[src/inc/wdmc_pkg.sv]
// package of constants for the watchdog mode control block
package wdmc_pkg;
	localparam logic [15:0] WATCHDOG_MODE_ADDR = 16'h1300;
	localparam logic [15:0] WATCHDOG_COMMAND_ADDR = 16'h1301;
	// mode register field positions
	localparam int ENABLE_POS = 7;
	localparam int SELECT_HI_POS = 6;
	localparam int SELECT_LO_POS = 5;
	localparam int LIGHT_SLEEP_MODE_RUN_POS = 2;
	localparam int RESET_CONNECT_POS = 1;
	// mode register reset value: enable set, all else clear
	localparam logic [7:0] WATCHDOG_MODE_RESET = 8'h80;
	// command codes (values not documented, chosen here)
	localparam logic [7:0] CMD_CLEAR = 8'h4E;
	localparam logic [7:0] CMD_DISABLE = 8'hB1;
	// detection time exponents for select codes 00..11
	localparam int DETECT_EXP_0 = 15;
	localparam int DETECT_EXP_1 = 17;
	localparam int DETECT_EXP_2 = 19;
	localparam int DETECT_EXP_3 = 21;
	localparam int COUNT_WIDTH = 22;
	// value returned for the undefined bit 4
	localparam logic UNDEFINED_BIT_VALUE = 1'b0;
endpackage

[src/core/wdmc_top.sv]
// watchdog mode control: registers, sleep gating and reset routing
// Overview of operation
// watchdog counts from reset release; enable bit resets to one
// software should disable the watchdog if it is unused
// two-bit select gives 2^15,2^17,2^19,2^21 clock periods; resets 00
// light sleep halts counting unless idle-run bit is one; bit resets 0
// reset-connect bit routes watchdog output to the reset pin
// software writes zero to mode bits 3 and 0
// command register is written only by plain stores
// undefined mode bit 4 reads an unspecified value
// clear code restarts count; expiry asserts watchdog output
module wdmc_top (
	input wire logic clk,
	input wire logic resetn,
	input wire logic [15:0] addr,
	input wire logic [7:0] wdata,
	input wire logic wr,
	input wire logic rd,
	output logic [7:0] rdata,
	input wire logic light_sleep_mode,
	output logic watchdog_out,
	output logic reset_request
);
	// mode register image and its next value
	logic [7:0] watchdog_mode;
	logic [7:0] next_watchdog_mode;

	// registered read data: next value only, the port is the register
	logic [7:0] next_rdata;

	// two stages of the light sleep synchroniser and their next values
	logic sleep_meta;
	logic sleep_sync;
	logic next_sleep_meta;
	logic next_sleep_sync;

	// decoded bus accesses
	logic mode_sel;
	logic cmd_sel;
	logic mode_wr;
	logic mode_rd;
	logic cmd_wr;

	// command strobes, each one cycle long
	logic clear_pulse;
	logic disable_pulse;

	// fields of the mode register, named for readability
	logic watchdog_enable_bit;
	logic detect_time_select_hi;
	logic detect_time_select_lo;
	logic light_sleep_mode_run_bit;
	logic reset_pin_connect;
	logic [1:0] detect_select;

	// counter control and result
	logic sleeping;
	logic run;
	logic expired;

	// true when the bus address selects the given register
	function automatic logic addr_hit(
		input logic [15:0] a,
		input logic [15:0] reg_addr
	);
		addr_hit = (a == reg_addr);
	endfunction

	// true when a command write carries the given code
	function automatic logic cmd_is(
		input logic strobe,
		input logic [7:0] data,
		input logic [7:0] code
	);
		cmd_is = strobe && (data == code);
	endfunction

	// mode register as software reads it; bit 4 has no storage
	function automatic logic [7:0] mode_view(
		input logic [7:0] m
	);
		mode_view = m;
		mode_view[4] = wdmc_pkg::UNDEFINED_BIT_VALUE;
	endfunction

	// register selects; the decode is exact, no aliasing
	assign mode_sel = addr_hit(addr, wdmc_pkg::WATCHDOG_MODE_ADDR);
	assign cmd_sel = addr_hit(addr, wdmc_pkg::WATCHDOG_COMMAND_ADDR);

	// qualified strobes; writes elsewhere are simply ignored
	assign mode_wr = wr && mode_sel;
	assign mode_rd = rd && mode_sel;
	assign cmd_wr = wr && cmd_sel;

	// clear code restarts the count
	assign clear_pulse = cmd_is(cmd_wr, wdata, wdmc_pkg::CMD_CLEAR);
	// disable code, honoured only once the enable bit is already clear
	assign disable_pulse = cmd_is(cmd_wr, wdata, wdmc_pkg::CMD_DISABLE);

	// field views of the stored mode register
	assign watchdog_enable_bit = watchdog_mode[wdmc_pkg::ENABLE_POS];
	assign detect_time_select_hi = watchdog_mode[wdmc_pkg::SELECT_HI_POS];
	assign detect_time_select_lo = watchdog_mode[wdmc_pkg::SELECT_LO_POS];
	assign light_sleep_mode_run_bit = watchdog_mode[wdmc_pkg::LIGHT_SLEEP_MODE_RUN_POS];
	assign reset_pin_connect = watchdog_mode[wdmc_pkg::RESET_CONNECT_POS];

	// two-bit detection time select, high bit first
	assign detect_select = {detect_time_select_hi, detect_time_select_lo};

	// mode register next value; bits 3 and 0 kept as written
	always_comb begin
		next_watchdog_mode = watchdog_mode;
		if (mode_wr) begin
			next_watchdog_mode = wdata;
			// bit 4 has no storage, so a written one is dropped
			next_watchdog_mode[4] = 1'b0;
		end
		// two-step stop: the code alone cannot kill a running watchdog
		if (disable_pulse && !watchdog_enable_bit) begin
			next_watchdog_mode[wdmc_pkg::ENABLE_POS] = 1'b0;
		end
	end

	// read data for the cycle after the strobe; zero otherwise
	always_comb begin
		next_rdata = 8'h00;
		// undefined bit returns the fixed filler value
		if (mode_rd) begin
			next_rdata = mode_view(watchdog_mode);
		end
		// the command register is write-only and reads as zero
	end

	// enable set at reset; select 00; bits clear
	always_ff @(posedge clk or negedge resetn) begin
		if (!resetn) begin
			watchdog_mode <= wdmc_pkg::WATCHDOG_MODE_RESET;
			rdata <= 8'h00;
		end else begin
			watchdog_mode <= next_watchdog_mode;
			rdata <= next_rdata;
		end
	end

	// synchroniser next values: the pin is read by the first stage only
	always_comb begin
		next_sleep_meta = light_sleep_mode;
		next_sleep_sync = sleep_meta;
	end

	// synchroniser stages; the sleep input is asynchronous to clk
	always_ff @(posedge clk or negedge resetn) begin
		if (!resetn) begin
			sleep_meta <= 1'b0;
			sleep_sync <= 1'b0;
		end else begin
			sleep_meta <= next_sleep_meta;
			sleep_sync <= next_sleep_sync;
		end
	end

	// light sleep as seen by the counter, two cycles behind the pin
	assign sleeping = sleep_sync;

	// halt in light sleep unless the idle-run bit is set
	// with the enable bit set the count runs from reset release
	assign run = watchdog_enable_bit && (!sleeping || light_sleep_mode_run_bit);

	// detection time counter; expiry is sticky until a clear
	wdmc_counter #(
		.COUNT_WIDTH(wdmc_pkg::COUNT_WIDTH)
	) u_counter (
		.clk(clk),
		.resetn(resetn),
		.run(run),
		.restart(clear_pulse),
		.select(detect_select),
		.expired(expired)
	);

	// watchdog output follows the expiry flag
	assign watchdog_out = expired;

	// expiry reaches the reset pin only when connected
	assign reset_request = expired && reset_pin_connect;

	// note: the counter holds its value while disabled or halted, so a
	// re-enable without a clear resumes the old count rather than zero;
	// software is expected to write the clear code after enabling
endmodule

[src/core/wdmc_counter.sv]
// detection-time counter of the watchdog
module wdmc_counter #(
	parameter int COUNT_WIDTH = wdmc_pkg::COUNT_WIDTH
) (
	input wire logic clk,
	input wire logic resetn,
	input wire logic run,
	input wire logic restart,
	input wire logic [1:0] select,
	output logic expired
);
	logic [COUNT_WIDTH-1:0] count;
	logic [COUNT_WIDTH-1:0] next_count;
	logic next_expired;

	// limit in clock periods for a select code
	function automatic logic [COUNT_WIDTH-1:0] limit_of(
		input logic [1:0] sel
	);
		logic [COUNT_WIDTH-1:0] one;
		one = {{(COUNT_WIDTH-1){1'b0}}, 1'b1};
		unique case (sel)
			2'h0: limit_of = one << wdmc_pkg::DETECT_EXP_0;
			2'h1: limit_of = one << wdmc_pkg::DETECT_EXP_1;
			2'h2: limit_of = one << wdmc_pkg::DETECT_EXP_2;
			2'h3: limit_of = one << wdmc_pkg::DETECT_EXP_3;
		endcase
	endfunction

	// next count and expiry flag
	always_comb begin
		next_count = count;
		next_expired = expired;
		if (restart) begin
			next_count = '0;
			next_expired = 1'b0;
		end else if (run && !expired) begin
			if (count + 1'b1 >= limit_of(select)) begin
				next_expired = 1'b1; // holds until restarted
				next_count = '0;
			end else begin
				next_count = count + 1'b1;
			end
		end
	end

	// count registers
	always_ff @(posedge clk or negedge resetn) begin
		if (!resetn) begin
			count <= '0;
			expired <= 1'b0;
		end else begin
			count <= next_count;
			expired <= next_expired;
		end
	end
endmodule

[config.mk]
export PLATFORM = sky130hd
export DESIGN_NAME = wdmc_top
export DESIGN_NICKNAME = d
export VERILOG_FILES = /design/src/inc/wdmc_pkg.sv /design/src/core/wdmc_top.sv /design/src/core/wdmc_counter.sv
export SDC_FILE = /design/constraint.sdc
export NUM_CORES = 1
export LEC_CHECK = 0
export BUFFER_PORTS_ARGS = -buffer_cell sky130_fd_sc_hd__buf_2
export CORE_MARGIN = 1.5
export CORE_UTILIZATION = 55
export DETAILED_ROUTE_END_ITERATION = 10
export GPL_ROUTABILITY_DRIVEN = 0
export GPL_TIMING_DRIVEN = 0
export PLACE_DENSITY = 0.78
export SYNTH_ARGS = -nofsm -noshare
export SYNTH_HDL_FRONTEND = slang
export SYNTH_SLANG_ARGS = --single-unit
[constraint.sdc]
create_clock -name clk -period 3.8 [get_ports clk]
set_clock_uncertainty 0.05 [all_clocks]
set_input_delay 0.57 -clock clk [delete_from_list [all_inputs] [get_ports clk]]
set_output_delay 0.57 -clock clk [all_outputs]
set_load 0.02 [all_outputs]
==> results.txt <==
* Number of standard-cell rows in the floorplan: 24
* Router iterations before antenna repair: 4
* Maximum level of the CTS H-tree: 2
* Number of inserted diodes: 0
- Once detail routing completed, the nets flagged for antenna violations numbered 0.
- After detailed routing, the number of remaining DRC violations is 0.
* Syn avg cell area: 9.642 um^2
- Final Slew Violations: 0
- Placed Instances: 348
* Number of antenna violations at the first check in global routing: 0
- Global-route wire length before repair: 10.22 mm
* Number of vias per cell after detailed routing: 6.285
* Met3 track demand over resource: 0.05483
* Number of max-cap violations: 0
- Die Outline Area: 4954 um^2
- The worst register-to-register path has a depth of 14.
- Of the cells placed in the final design, the portion with a size suffix greater than 1 is 0.2941.
* Area occupied by multi-input gates: 1426 um^2
- Static Leak: 1.296 nW
- In the final layout, flip-flops and latches occupy 977.2 um^2.
- Vias after detailed routing: 2250
- In the synthesized netlist the async set-or-reset flop fraction comes to 1.000.
* Port bufs: 37
- The final hold violation count was 0.
* Global Route Usage Sum: 0.2564
* Number of standard cells in the final layout excluding fillers: 358
- The HPWL after detailed placement is 4.240 mm.
- Peak supply drop: 0.1861 mV
- After synthesis the netlist holds a flip-flop and latch count of 39.
* Arr. time, crit path: 3.73 ns
* Netlist Area Pre-Place: 2497 um^2
- In this run the clock root is driven by a sky130_fd_sc_hd__clkbuf_8.
- Clock-pin slew reported for the worst setup and hold paths after clock tree synthesis: 0.09 ns
- The worst hold path belongs to the class flip-flop to flip-flop.
* Max Fanout on Critical Path: 10
- Synthesis produced a netlist with a net count of 293.
- For met1 alone, demand over resource in global routing was 0.3463.
- Combinational family with the most area after synthesis: simple AND/OR/NAND/NOR gates
- Headroom to the max-slew limit came out at 0.4072.
* Most instantiated flip-flop cell in the synthesis netlist: sky130_fd_sc_hd__dfrtp_1
- Hold_buf cts: 0
* Time the final worst path needs with I/O delays and setup: 3.537 ns
- STA classifies the critical path endpoint as a flip-flop.
- TritonCTS built the clock tree.
* Critical register-to-register path endpoint: u_counter.count[17]
- Yosys warning count: 0
* Met2 usage in global routing: 0.4078
- Number of top-level pins: 39
- Global routing finished with a remaining overflow of 0.
- Largest net degree at the start of global routing: 40
* Required time of the critical path: 3.99 ns
- The global routing stage identified its most utilized layer as met2.
- Clock insertion delay at the later pin of the skew report: 0.29 ns
* Effective utilization at floorplan: 0.5736
- For the pin with the worst max-slew slack, the measured transition is 0.8824 ns.
* DIE HEIGHT: 70.39 um
- Counting distinct cell types in the post-synthesis netlist gives 61.
* Pwr/cell area: 255.1 nW/um^2
* Simple-gate portion of the synthesized area: 0.2816
* Violation count after the first detailed-route iteration: 178
- EDFF count, synth: 0
- Reg-to-reg critical path startpoint: u_counter.count[2]
* Setup slack of the worst register-to-register path: 0.26 ns
- Total length of routed wires: 6.002 mm
* Signed area change from the synthesized netlist to the final layout: 15.43%
- At the end of the flow, the number of nets in the layout was 339.
* WL/cell: 16.77 um
- Clock tree sinks: 39
- Post-Route Setup TNS: 0 ns
- Die width: 70.39 um
* Result of the run: finished, final reports clean
- Synth Area in Compound Gates: 0.1954
- Endpoints failing setup: 0
- Number of global-route vias before repair: 2141
* Post-synthesis share of cell area spent on full adders, half adders and majority gates: 0.02505
- Worst setup path endpoint: u_counter.count[17]
- Buffer depth of the longest clock path: 2
* Setup CP Type: flip-flop to flip-flop
- STA classifies the critical path startpoint as a flip-flop.
* Filler cell count in the final layout: 349
* Fraction of synthesized cell area in xor and xnor cells: 0.02104
* Core Footprint: 4354 um^2
* Number of clock buffers inserted by TritonCTS: 5
* Post-synthesis mux area share: 0.03557
* Launch point of the worst path: u_counter.count[2]
- Sequential fraction of the synthesis area: 0.3913
* Final cycle utilization of the critical path: 0.9309
- Unrepaired setup endpoints after global routing: false
- Counting every instance in the synthesized netlist gives 259.
- For this run, the top clock speed supported by timing is 282.7 MHz.
-- layer usage --
layer | part of all wire | routed length, um
met5 | 0 | 0
met3 | 0.055 | 332
met4 | 0.018 | 106
met2 | 0.47 | 2801
met1 | 0.46 | 2762
-- kinds of logic (layout without fill, tap and decap cells) --
kind of cell	Yosys count	in the layout
multiplexers	8	8
AND/OR/NAND/NOR	123	123
AO/OA/AOI/OAI	57	57
XOR/XNOR	6	6
buffers and inverters	20	67
other	1	1
adder cells (fa/ha/maj)	5	5
flip-flops	39	39
-- repair_timing --
| item | 4_1_cts | 5_1_grt |
|---|---|---|
| setup endpoints to repair | 22 | 22 |
| gates resized for setup | 3 | 2 |
| pin swaps | 0 | 1 |
| buffers inserted | 0 | 2 |
-- critical path, stage by stage, from the launching register on --
cell and delay, ns:
sky130_fd_sc_hd__dfrtp_1 0.45, sky130_fd_sc_hd__and3_2 0.30, sky130_fd_sc_hd__nand3_2 0.22, sky130_fd_sc_hd__nor4_4 0.30, sky130_fd_sc_hd__nand3_1 0.16, sky130_fd_sc_hd__xnor2_1 0.23, sky130_fd_sc_hd__ha_1 0.29, sky130_fd_sc_hd__a311oi_1 0.24
sky130_fd_sc_hd__o21bai_1 0.11, sky130_fd_sc_hd__a221oi_2 0.32, sky130_fd_sc_hd__nand2_2 0.13, sky130_fd_sc_hd__buf_6 0.17, sky130_fd_sc_hd__buf_8 0.15, sky130_fd_sc_hd__o31ai_2 0.21, sky130_fd_sc_hd__a22o_1 0.16
-- cell usage after synthesis (all sizes together), types with 2 or more instances --
cell / number / area (um^2)
o21ai: 6 / 30.02
xor2: 2 / 17.52
and2: 3 / 18.77
buf: 12 / 88.82
nor2b: 4 / 25.02
a22o: 13 / 113.9
nand3: 10 / 50.05
nor3b: 2 / 15.01
inv: 3 / 11.26
nor4: 8 / 65.06
mux2: 7 / 78.83
a21oi: 4 / 20.02
a211o: 2 / 17.52
nand2b: 2 / 12.51
nor3: 13 / 80.08
nand4b: 2 / 17.52
nand4: 9 / 71.32
dfrtp: 38 / 950.9
or4: 2 / 15.01
ha: 5 / 62.56
nor2: 18 / 67.56
o31ai: 16 / 160.2
o21bai: 2 / 15.01
clkbuf: 5 / 21.27
or2: 3 / 21.27
nand2: 24 / 92.59
and3: 13 / 81.33
xnor2: 4 / 35.03
nand3b: 2 / 15.01
or3: 6 / 37.54
-- final cells by class --
class / count / area share
multi-input combinational: 200 / 0.4948
sequential: 39 / 0.3390
tap: 52 / 0.02257
buffer: 17 / 0.03819
clock buffer: 5 / 0.02387
inverter: 3 / 0.003906
clock inverter: 3 / 0.008247
timing repair buffer: 39 / 0.06944
-- per-stage QoR --
| stage | area (um^2) | setup slack (ns) | hold slack [ns] | power [mW] | utilization |
|---|---|---|---|---|---|
| after floorplan | 2497 | 0.3013 | 0.2244 | 0.4284 | - |
| after global placement | 2748 | -0.3349 | 0.2850 | 0.4519 | 0.6310 |
| after detailed placement | 2748 | -0.3493 | 0.2934 | 0.4528 | 0.6310 |
| after CTS | 2860 | 0.04151 | 0.3121 | 0.7451 | 0.6569 |
| after global routing | 2883 | 0.02183 | 0.3154 | 0.7569 | 0.6621 |
| final | 2883 | 0.2626 | 0.3048 | 0.7354 | 0.6621 |
-- placed cells by master (no fill, tap or decap), types with 3 or more instances in the layout --
master                     instances
sky130_fd_sc_hd__a21oi_1           4
sky130_fd_sc_hd__a22o_1           13
sky130_fd_sc_hd__and2_1            3
sky130_fd_sc_hd__and3_1           12
sky130_fd_sc_hd__buf_2            42
sky130_fd_sc_hd__buf_4             5
sky130_fd_sc_hd__clkbuf_1          3
sky130_fd_sc_hd__clkbuf_8          5
sky130_fd_sc_hd__dfrtp_1          38
sky130_fd_sc_hd__ha_1              5
sky130_fd_sc_hd__inv_1             3
sky130_fd_sc_hd__mux2_2            7
sky130_fd_sc_hd__nand2_1          23
sky130_fd_sc_hd__nand3_1           9
sky130_fd_sc_hd__nand4_1           8
sky130_fd_sc_hd__nor2_1           18
sky130_fd_sc_hd__nor2b_1           4
sky130_fd_sc_hd__nor3_1           10
sky130_fd_sc_hd__nor4_1            6
sky130_fd_sc_hd__o21ai_0           3
sky130_fd_sc_hd__o21ai_1           3
sky130_fd_sc_hd__o31ai_1           8
sky130_fd_sc_hd__o31ai_2           8
sky130_fd_sc_hd__or3_1             6
sky130_fd_sc_hd__xnor2_1           4
-- registers in the layout, indices dropped and copies added (netlist names) --
name	count
u_counter.expired	1
u_counter.count	22
sleep_sync	1
next_sleep_sync	1
watchdog_mode	7
rdata	7
-- worst min-delay path by stage --
stage | start | end | slack (ns) | cells after the start
after floorplan | resetn | next_sleep_sync | 0.22 | 0
after CTS | next_sleep_sync | sleep_sync | 0.31 | 0
final | next_sleep_sync | sleep_sync | 0.30 | 0
after global routing | next_sleep_sync | sleep_sync | 0.32 | 0
after global placement | next_sleep_sync | sleep_sync | 0.29 | 0
after detailed placement | next_sleep_sync | sleep_sync | 0.29 | 0
-- where the power goes --
part	internal [mW]	switching [mW]
Combinational	0.0124	0.0151
Clock	0.131	0.161
Sequential	0.416	0.000347
Total	0.559	0.176
Note: power is estimated with default switching activity, not from simulation.
